==> config.mk <==
export PLATFORM = sky130hd
export DESIGN_NAME = sbp_dev_flat
export DESIGN_NICKNAME = d
export VERILOG_FILES = /design/src/verilog/sbp_pkg.sv /design/src/verilog/sbp_link_if.sv /design/src/verilog/sbp_dev.sv /design/src/flat_wrapper.sv
export SDC_FILE = /design/constraint.sdc
export NUM_CORES = 2
export LEC_CHECK = 0
export ABC_AREA = 0
export BUFFER_PORTS_ARGS = -buffer_cell sky130_fd_sc_hd__buf_2
export CAP_MARGIN = 20
export CELL_PAD_IN_SITES_DETAIL_PLACEMENT = 2
export CELL_PAD_IN_SITES_GLOBAL_PLACEMENT = 2
export CORE_MARGIN = 8
export CORE_UTILIZATION = 25
export DETAILED_ROUTE_END_ITERATION = 6
export PLACE_DENSITY = 0.47
export SYNTH_ARGS = -nofsm -noshare
export SYNTH_HDL_FRONTEND = slang
export SYNTH_SLANG_ARGS = --single-unit
==> constraint.sdc <==
create_clock -name ref_clk -period 3.05 [get_ports ref_clk]
set_clock_uncertainty 0.05 [all_clocks]
set_input_delay 0.61 -clock ref_clk [delete_from_list [all_inputs] [get_ports ref_clk]]
set_output_delay 0.61 -clock ref_clk [all_outputs]
set_load 0.02 [all_outputs]
==> src/verilog/sbp_pkg.sv <==
// Shared constants and types for the burst-of-four separate-I/O SRAM port
`default_nettype none

package sbp_pkg;

    // Burst shape and byte lanes
    localparam int BEATS = 4;
    localparam int BEAT_IDX_W = 2;
    localparam int LANE_W = 9;

    // Clock and power-up timing
    localparam int CLK_PERIOD_NS = 50;
    localparam int SETTLE_TIME_US = 20;
    localparam int SETTLE_CYC =
        (SETTLE_TIME_US * 1000 + CLK_PERIOD_NS - 1) / CLK_PERIOD_NS;
    localparam int SETTLE_W = 10;
    localparam int LOCK_K_CYCLES = 2048;
    localparam int LOCK_W = 12;
    localparam int CLK_STOP_NS = 30;
    localparam int CLK_STOP_CYC = (CLK_STOP_NS / CLK_PERIOD_NS < 1) ?
        1 : CLK_STOP_NS / CLK_PERIOD_NS;
    localparam int STOP_W = 4;

    // Pipeline slots, counted in ref_clk cycles after the command edge
    localparam int WR_PIPE = 5;
    localparam int WR_BEAT0_SLOT = 1;
    localparam int RD_PIPE = 7;
    localparam int RD_BEAT0_SLOT = 3;
    localparam int CTL_SLOTS = 5;
    localparam int CTL_BEAT0_SLOT = 1;

    // Impedance calibration
    localparam int ZQ_W = 5;
    localparam int ZQ_EVAL_CYC = 256;
    localparam logic [4:0] ZQ_RESET = 5'h10;

    // Controller bring-up states
    typedef enum logic [2:0] {
        CS_SETTLE = 3'h1,
        CS_LOCK = 3'h2,
        CS_RUN = 3'h4
    } sbp_ctl_state_t;

endpackage

`default_nettype wire

==> src/verilog/sbp_link_if.sv <==
// Pin-level link between the memory controller and the SRAM device
`default_nettype none

interface sbp_link_if
    import sbp_pkg::*;
#(
    parameter int DW = 18,
    parameter int AW = 4
);
    localparam int LN = DW / LANE_W;

    // k_clk high marks a true-clock rise cycle, low a complement rise
    logic k_clk;
    logic k_run;
    logic loop_enable;
    logic input_termination_enable;
    logic rd_n;
    logic wr_n;
    logic [AW-1:0] loc_inputs;
    logic [DW-1:0] d;
    logic [LN-1:0] lane_mask_n;
    logic [DW-1:0] q;
    logic q_oe;

    modport dev (
        input k_clk, k_run, loop_enable, input_termination_enable,
        input rd_n, wr_n, loc_inputs, d, lane_mask_n,
        output q, q_oe
    );

    modport ctl (
        output k_clk, k_run, loop_enable, input_termination_enable,
        output rd_n, wr_n, loc_inputs, d, lane_mask_n,
        input q, q_oe
    );
endinterface

`default_nettype wire

==> src/verilog/sbp_dev.sv <==
// SRAM device end: command decode, burst write and read, lock, impedance
`default_nettype none

////////////////////////////////////////////////////////////////////////////
// Overview of operation
// Address and commands sampled on true rises only
// Both requests high means full deselect
// Low read request starts four-beat read
// Read ignored right after a loaded read
// High read request gives read deselect
// Write needs low write, high read; the code also takes a write while an ignored read holds rd_n low
// Write ignored right after a loaded write
// Write beats on true, comp, true, comp
// Lane masks sampled with their data beat
// Masked lane leaves stored bits unchanged
// Each write address bases four beats
// Controller may mask lanes per beat freely
// Driver impedance steps once per evaluation
// Termination follows the termination-enable pin
// Termination impedance steps like driver impedance
// Controller always drives data, masks, clocks
// Controller waits clock settle time once
// Controller waits 2048 clocks for lock
// Loop reset repeats the 2048-cycle wait
// Wide part: masks 0 to 3 govern lanes
// Read beats from 2.5 cycles, else off
// Deselect still completes earlier burst beats
module sbp_dev
    import sbp_pkg::*;
#(
    parameter int DW = 18,
    parameter int AW = 4,
    parameter int ZQ_EVAL = ZQ_EVAL_CYC
) (
    // Clock, reset and freeze
    input wire logic ref_clk,
    input wire logic rst_n,
    input wire logic clk_en,
    // Pins toward the controller
    sbp_link_if.dev lnk,
    // Board resistor seen as an optimum impedance code
    input wire logic [ZQ_W-1:0] impedance_resistor,
    // Status
    output logic locked,
    output logic term_on,
    output logic [ZQ_W-1:0] drv_imp,
    output logic [ZQ_W-1:0] term_imp
);
    localparam int LN = DW / LANE_W;
    localparam int DEPTH = (1 << AW) * BEATS;
    localparam int MW = AW + BEAT_IDX_W;
    localparam int EVAL_W = $clog2(ZQ_EVAL + 1);

    typedef struct packed {
        logic [DEPTH-1:0][DW-1:0] mem;
        logic [RD_PIPE-1:0] rd_v;
        logic [RD_PIPE-1:0][AW-1:0] rd_a;
        logic [WR_PIPE-1:0] wr_v;
        logic [WR_PIPE-1:0][AW-1:0] wr_a;
        logic prev_rd;
        logic prev_wr;
        logic [STOP_W-1:0] stop_cnt;
        logic [LOCK_W-1:0] lock_cnt;
        logic locked;
        logic [EVAL_W-1:0] eval_cnt;
        logic [ZQ_W-1:0] drv_imp;
        logic [ZQ_W-1:0] term_imp;
        logic term_on;
        logic [DW-1:0] q;
        logic q_oe;
    } sbp_dev_st_t;

    localparam sbp_dev_st_t ST_RST = '{
        drv_imp: ZQ_RESET,
        term_imp: ZQ_RESET,
        default: '0
    };

    sbp_dev_st_t s;
    sbp_dev_st_t next_s;
    logic rd_take;
    logic wr_take;
    logic clk_lost;

    // One calibration step toward the optimum code, never more
    function automatic logic [ZQ_W-1:0] zq_step(
        input logic [ZQ_W-1:0] cur,
        input logic [ZQ_W-1:0] tgt
    );
        if (cur < tgt) begin
            return cur + ZQ_W'(1);
        end else if (cur > tgt) begin
            return cur - ZQ_W'(1);
        end
        return cur;
    endfunction

    // Array row of one beat: base address in the upper bits, beat below
    function automatic logic [MW-1:0] mem_idx(
        input logic [AW-1:0] base,
        input int beat
    );
        return {base, BEAT_IDX_W'(beat)};
    endfunction

    ////////////////////////////////////////////////////////////////////////
    // Next-state logic
    always_comb begin
        next_s = s;
        rd_take = 1'b0;
        wr_take = 1'b0;
        clk_lost = 1'b0;

        // Pipes advance every half period so beats keep their own slots
        next_s.rd_v = {s.rd_v[RD_PIPE-2:0], 1'b0};
        next_s.rd_a = {s.rd_a[RD_PIPE-2:0], AW'(0)};
        next_s.wr_v = {s.wr_v[WR_PIPE-2:0], 1'b0};
        next_s.wr_a = {s.wr_a[WR_PIPE-2:0], AW'(0)};

        // Commands exist only on true rises; complement rises carry data
        if (lnk.k_clk) begin
            // Both high falls through both takes: full deselect
            rd_take = s.locked && !lnk.rd_n && !s.prev_rd;
            // A read that is being ignored does not block the write
            wr_take = s.locked && !lnk.wr_n && !s.prev_wr
                && (lnk.rd_n || s.prev_rd);
            next_s.rd_v[0] = rd_take;
            next_s.rd_a[0] = lnk.loc_inputs;
            next_s.wr_v[0] = wr_take;
            next_s.wr_a[0] = lnk.loc_inputs;
            next_s.prev_rd = rd_take;
            next_s.prev_wr = wr_take;
        end

        // Write beats land two to five half periods after the command,
        // which is true, complement, true, complement in turn
        for (int k = 0; k < BEATS; k++) begin
            if (s.wr_v[WR_BEAT0_SLOT + k]) begin
                for (int l = 0; l < LN; l++) begin
                    // Mask bit l guards data bits l*9 upward
                    if (!lnk.lane_mask_n[l]) begin
                        next_s.mem[mem_idx(s.wr_a[WR_BEAT0_SLOT + k], k)]
                            [l*LANE_W +: LANE_W] =
                            lnk.d[l*LANE_W +: LANE_W];
                    end
                end
            end
        end

        // Read beats are staged one cycle early so q comes from a flop;
        // the array is read at beat time, so a write just ahead is seen
        next_s.q_oe = 1'b0;
        next_s.q = '0;
        for (int k = 0; k < BEATS; k++) begin
            if (s.rd_v[RD_BEAT0_SLOT + k]) begin
                next_s.q_oe = 1'b1;
                next_s.q = s.mem[mem_idx(s.rd_a[RD_BEAT0_SLOT + k], k)];
            end
        end

        // Clock stop watch: a stop lasting CLK_STOP_CYC cycles resets the loop in its last cycle
        if (lnk.k_run) begin
            next_s.stop_cnt = '0;
        end else if (s.stop_cnt != STOP_W'(CLK_STOP_CYC)) begin
            next_s.stop_cnt = s.stop_cnt + STOP_W'(1);
        end
        clk_lost = !lnk.k_run
            && (s.stop_cnt >= STOP_W'(CLK_STOP_CYC - 1));

        // Loop lock: count true rises with the loop enabled
        if (!lnk.loop_enable || clk_lost) begin
            next_s.lock_cnt = '0;
            next_s.locked = 1'b0;
        end else if (lnk.k_clk && !s.locked) begin
            next_s.lock_cnt = s.lock_cnt + LOCK_W'(1);
            if (s.lock_cnt == LOCK_W'(LOCK_K_CYCLES - 1)) begin
                next_s.locked = 1'b1;
            end
        end

        // Periodic impedance evaluation, then the counter starts over
        if (s.eval_cnt == EVAL_W'(ZQ_EVAL - 1)) begin
            next_s.eval_cnt = '0;
            next_s.drv_imp = zq_step(s.drv_imp, impedance_resistor);
            next_s.term_imp = zq_step(s.term_imp, impedance_resistor);
        end else begin
            next_s.eval_cnt = s.eval_cnt + EVAL_W'(1);
        end

        // Termination copies the pin each cycle; a floating pin is not pulled low here
        next_s.term_on = lnk.input_termination_enable;
    end

    ////////////////////////////////////////////////////////////////////////
    // State register; clk_en low freezes everything including the array
    always_ff @(posedge ref_clk or negedge rst_n) begin
        if (!rst_n) begin
            s <= ST_RST;
        end else if (clk_en) begin
            s <= next_s;
        end
    end

    ////////////////////////////////////////////////////////////////////////
    // Outputs straight from the state register
    assign lnk.q = s.q;
    assign lnk.q_oe = s.q_oe;
    assign locked = s.locked;
    assign term_on = s.term_on;
    assign drv_imp = s.drv_imp;
    assign term_imp = s.term_imp;

endmodule

`default_nettype wire

==> src/flat_wrapper.sv <==
// flat-port wrapper written by rule: the top's interface ports become plain ports
module sbp_dev_flat import sbp_pkg::*;
#(
    parameter int DW = 18,
    parameter int AW = 4,
    parameter int ZQ_EVAL = ZQ_EVAL_CYC
)
  (ref_clk, rst_n, clk_en, impedance_resistor, locked, term_on, drv_imp, term_imp, lnk_k_clk, lnk_k_run, lnk_loop_enable, lnk_input_termination_enable, lnk_rd_n, lnk_wr_n, lnk_loc_inputs, lnk_d, lnk_lane_mask_n, lnk_q, lnk_q_oe);
  sbp_link_if #(.DW(DW), .AW(AW)) lnk_i ();
  input wire logic ref_clk;
  input wire logic rst_n;
  input wire logic clk_en;
  input wire logic [ZQ_W-1:0] impedance_resistor;
  output logic locked;
  output logic term_on;
  output logic [ZQ_W-1:0] drv_imp;
  output logic [ZQ_W-1:0] term_imp;
  input wire logic [$bits(lnk_i.k_clk)-1:0] lnk_k_clk;
  input wire logic [$bits(lnk_i.k_run)-1:0] lnk_k_run;
  input wire logic [$bits(lnk_i.loop_enable)-1:0] lnk_loop_enable;
  input wire logic [$bits(lnk_i.input_termination_enable)-1:0] lnk_input_termination_enable;
  input wire logic [$bits(lnk_i.rd_n)-1:0] lnk_rd_n;
  input wire logic [$bits(lnk_i.wr_n)-1:0] lnk_wr_n;
  input wire logic [$bits(lnk_i.loc_inputs)-1:0] lnk_loc_inputs;
  input wire logic [$bits(lnk_i.d)-1:0] lnk_d;
  input wire logic [$bits(lnk_i.lane_mask_n)-1:0] lnk_lane_mask_n;
  output wire logic [$bits(lnk_i.q)-1:0] lnk_q;
  output wire logic [$bits(lnk_i.q_oe)-1:0] lnk_q_oe;
  assign lnk_i.k_clk = lnk_k_clk;
  assign lnk_i.k_run = lnk_k_run;
  assign lnk_i.loop_enable = lnk_loop_enable;
  assign lnk_i.input_termination_enable = lnk_input_termination_enable;
  assign lnk_i.rd_n = lnk_rd_n;
  assign lnk_i.wr_n = lnk_wr_n;
  assign lnk_i.loc_inputs = lnk_loc_inputs;
  assign lnk_i.d = lnk_d;
  assign lnk_i.lane_mask_n = lnk_lane_mask_n;
  assign lnk_q = lnk_i.q;
  assign lnk_q_oe = lnk_i.q_oe;
  sbp_dev #(.DW(DW), .AW(AW), .ZQ_EVAL(ZQ_EVAL)) u_core (.ref_clk(ref_clk), .rst_n(rst_n), .clk_en(clk_en), .lnk(lnk_i), .impedance_resistor(impedance_resistor), .locked(locked), .term_on(term_on), .drv_imp(drv_imp), .term_imp(term_imp));
endmodule
### Yosys cells after proc, flatten, opt, wreduce, memory -nomap -nowiden

Index checks and enable logic that the tools add are counted.
W data, S select, Z words.

* register bits: 1270
* latch bits: 0
* memory bits (writable): 0
* memory bits (read-only): 0
* word-level logic and storage cells: 217
* memories kept: 0

* $add $sub $neg: 7
* $mul: 0
* divide/modulo/power cells: 0
* magnitude comparators: 17
* equality and inequality tests: 3
* shift operators: 0
* muxes and demuxes: 72
* bitwise gates (word level): 0
* reductions and logical operators: 29

Operators with widths (count)
* $mux W1152: 16
* $bwmux W1152: 8
* $demux W18 S4: 8
* $bmux W18 S4: 4
* $mux W18: 8
* $mux W19: 4
* $lt A6 B7 Y1 const B: 8
* $mux W9: 5
* $mux W13: 2
* $ge A6 B1 Y1 const B: 4
* $mux W5: 4
* $add A12 B1 Y12 const B: 1
* $eq A12 B11 Y1 const B: 1
* $mux W4: 3
* $logic_and A1 B1 Y1: 11
* $add A5 B1 Y5 const B: 2
* $gt A5 B5 Y1: 2
* $lt A5 B5 Y1: 2
* $sub A5 B1 Y5 const B: 2
* $add A9 B1 Y9 const B: 1
* $eq A9 B8 Y1 const B: 1
* $mux W1: 9
* $reduce_and A3 Y1: 3
* $logic_not A1 Y1: 7
* other kinds (7): 12

### Depth between registers and ports, before layout

* depth in word-level cells: 28
* mapped depth: 14
* mapped depth without buffers: 14

### Worst setup path before layout

Ideal clock, no wire load.

* kind: input port to flip-flop
* start point: input impedance_resistor[1]
* end point: register u_core.s, in the netlist u_core.drv_imp[4]
* data arrival time: 2.945 ns
* data required time: 2.925 ns
* path slack: -0.021 ns
* stages on the path: 14
* buffers on the path: 0
* cells stage by stage: inv_1 -> ha_1 -> nor2b_1 -> o21ai_0 -> nand2b_1 -> a221oi_1 -> inv_1 -> ha_1 -> a21o_1 -> a21oi_1 -> nand2_1 -> mux2i_1 -> nand2_1 -> xnor2_1

* longest elaborated chain between the ends: 5

RTL lines
* start: declaration: line flat_wrapper.sv:13 `input wire logic [ZQ_W-1:0] impedance_resistor;`
* $gt A5 B5 Y1: line sbp_dev.sv:92 `end else if (cur > tgt) begin`
* $mux W1: line sbp_dev.sv:92
* $mux W1: line sbp_dev.sv:90 `if (cur < tgt) begin`
* $mux W1: line sbp_dev.sv:182 `if (s.eval_cnt == EVAL_W'(ZQ_EVAL - 1)) begin`
* $reduce_and A3 Y1 (no line)
* end signal: assignment: line sbp_dev.sv:200 `s <= next_s;`
* end: declaration: line sbp_dev.sv:79 `sbp_dev_st_t s;`

Parallel ways exist; a longest one is shown, timed or not. The select of a mux whose other input is x is not followed.
A chain may end at the register's enable or synchronous reset.

==> qor.yml <==
cells_and_area:
  final_common_cell: "dfrtp_1"
  areaGrowthSynthToFinish_pct: 19.1
  layout_common_cells: "dfrtp_1 (1,235), mux2_2 (1,187), buf_4 (267)"
  layout.nets: 4107
  drive_above_1_share_pct: 51.4
routing:
  firstDrtPassIters: 4
  vias: 33700
  wl_per_cell_um: 25.8
  drt-vias-per-instance: 4.67
  drcViolationCount: 0
  wirelength_mm: 186
  drt-initial-drc-count: 1342
  antenna_left: 0
cts:
  cts_resized: 0
  cts_buffers: 154
  cts_buffer_depth: 3
  cts_tree: "built"
  cts_num_sinks: 1246
  h-tree-depth: 4
  clkSlewWorstSetupHoldPaths_ps: 60
  cts-root-buf: "clkbuf_16"
  clkLatencyLatePin_ps: 780
placed_design:
  place_hpwl_mm: 125
  gp_congestion: 0.727
  io_buffers: 68
global_route:
  grt_max_degree: 69
  grt_use_met2_pct: 24.4
  grt_most_used_layer: "met2"
  grt_pass1_vias: 38300
  grtUsageTotal_pct: 15.2
  grt_pass1_wl_mm: 278
  grt-ovfl-total: 0
  use_met1_pct: 21.7
  antenna_found_initial: 5
  grt.met3_usage_pct: 2.07
pwr:
  irDropWorstVdd_mv: 0.389
  power_density_mw_per_mm2: 610
  p_leak_nw: 32.2
worst_setup_path:
  end_kind: "register"
  worstPathRequired_ps: 3670
  cp_max_fo: 32
  criticalPathCategory: "reg2reg"
  start_kind: "register"
  critPathArrivalTime_ps: 3490
timing:
  worst_slew_pin_slew_ps: 887
  tns_ps: 0
  max_freq_mhz: 349
  max_slew_margin_pct: 40.6
  slew_violations: 0
  grt_setup_unrepaired: "no"
  setup_violations: 0
  fin_crit_sh_pct: 93.9
  timing.final.crit_period_ps: 2860
  whs_ps: 153
  hold_viol: 0
synth:
  synthFlopType: "dfrtp_1"
  ys_ff_latch: 1246
  synth-edff-count: 0
  synth_fp_nets: 3858
  ys_warn_count: 0
  synthArstFlopShare_pct: 100
  netlist_area_mm2: 0.0573
  netlist-cell-type-count: 71
  avgSynthCellArea_um2: 15.1
  synth-seq-area-share_pct: 54.4
  synth_cells: 3800
min_path:
  hold_class: "in2reg"
floorplanning:
  floorplan.initialDensity_pct: 25.0
  core_area_mm2: 0.229
  io_pins: 69
  die_y_um: 495
  die_x_um: 495
  rows: 176
  dieArea_mm2: 0.245
run_status:
  status: "finished, final reports clean"
job:
  drv_cap: 0
## where the power goes
group | total, mW | leakage, nW | switching (mW) | internal (mW)
Sequential | 17.8 | 17.2 | 0.705 | 17.1
Combinational | 4.81 | 12.3 | 2.72 | 2.10
Clock | 19.1 | 2.61 | 7.65 | 11.5
Total | 41.7 | 32.2 | 11.1 | 30.6
## layout make-up
cell class              instances  area [um2]
diodes                          3        7.51
well taps                    3026        3790
inverters                      20        75.1
fillers                     23600      161000
clock buffers                 234        4650
multi-input cells            2236       24500
flip-flops and latches       1246       31200
repair buffers                391        3400
clock inverters                47         644
## metrics by stage
stage	area, um2	std cells	setup slack, ps	power [mW]	util, %
floorplan	57400	3800	10.4	20.7	-
global placement	62900	6909	-109	23.0	27.5
detailed placement	62900	6910	-62.4	23.1	27.5
CTS	68300	7200	142	42.7	29.8
global route	68300	7201	7.55	43.6	29.8
finish	68300	7203	187	41.7	29.8
## metal layers
layer | vias up | part of all wire, % | wire length [um]
met4 | 2 | 2.2 | 4070
met1 | 18500 | 49 | 90900
met5 | - | 0.0070 | 13
met2 | 344 | 47 | 86600
met3 | 224 | 2.4 | 4480
li1 | 14600 | - | -
## path summary, 6_finish.rpt
kind | to | slack [ps] | from | cells past startpoint
worst max register to register | u_core.lnk.q[3] | 190 | u_core.s[75] | 7
worst min register to register | u_core.s[57] | 430 | u_core.s[57] | 2
worst min-delay path | u_core.s[57] | 150 | lnk_k_clk | 4
worst max-delay path | u_core.lnk.q[3] | 190 | u_core.s[75] | 7
min in group asynchronous | u_core.drv_imp[1] | 380 | rst_n | 2
max in group asynchronous | u_core.s[606] | 1470 | rst_n | 4
## kinds of logic after synthesis
logic type	Yosys count	synth area share, %
muxes	1536	35.0
DFF	1246	54.4
and+or+nand+nor	411	3.77
buffers and inverters	318	2.88
AOI/OAI and AO/OA	246	3.12
xor gates and xnor gates	23	0.351
adders and majority gates	20	0.463
## synth_stat cells (4+ instances only)
library cell	number	area (um2)
nor3_2	5	50.1
xor2_1	13	114
nand3_1	24	120
dlygate4sd1_1	5	43.8
o311ai_1	13	114
nor2_2	39	244
buf_6	17	191
a21oi_1	26	130
mux2_2	1187	13400
and3_1	4	25.0
a21o_1	4	30.0
nor2_1	71	267
mux4_2	227	5110
a221oi_2	9	135
nand2b_1	19	119
and2_1	5	31.3
nand2_1	136	510
mux4_1	22	578
buf_2	55	275
nand4_1	15	93.8
nor2b_1	32	200
mux2_1	14	158
dfrtp_1	1244	31100
a22oi_1	60	450
xnor2_1	10	87.6
mux2i_1	85	851
ha_1	18	225
clkbuf_1	147	552
nor2_4	10	113
o21ai_0	40	200
nor3_1	10	50.1
a221oi_1	7	61.3
buf_4	43	323
a22o_1	28	245
nand2_2	9	56.3
a211oi_1	18	135
or3_1	5	31.3
buf_1	24	90.1
inv_1	20	75.1
o22ai_1	17	106
o31ai_1	14	105
## repair_timing
action | in CTS | in global routing
setup endpoints to repair | 0 | 0
hold buffers | 9 | 0
hold endpoints to repair | 39 | 0
buffers inserted | 0 | 0
## flip-flops by register name, summed over array words and instances (netlist names)
register	flops
u_core.s	1184
u_core.next_s	31
u_core.lnk.q	18
u_core.drv_imp	5
u_core.term_imp	5
u_core.lnk.q_oe	1
u_core.locked	1
u_core.term_on	1
## critical path: stages, from the launching register on
cell      delay [ps]
dfrtp_4          930
and2_4           490
a22oi_1          160
a221oi_1         600
buf_4            210
o311ai_1          90
a21oi_1          160
nor2_1            60
Power figures use the tool's default switching activity.
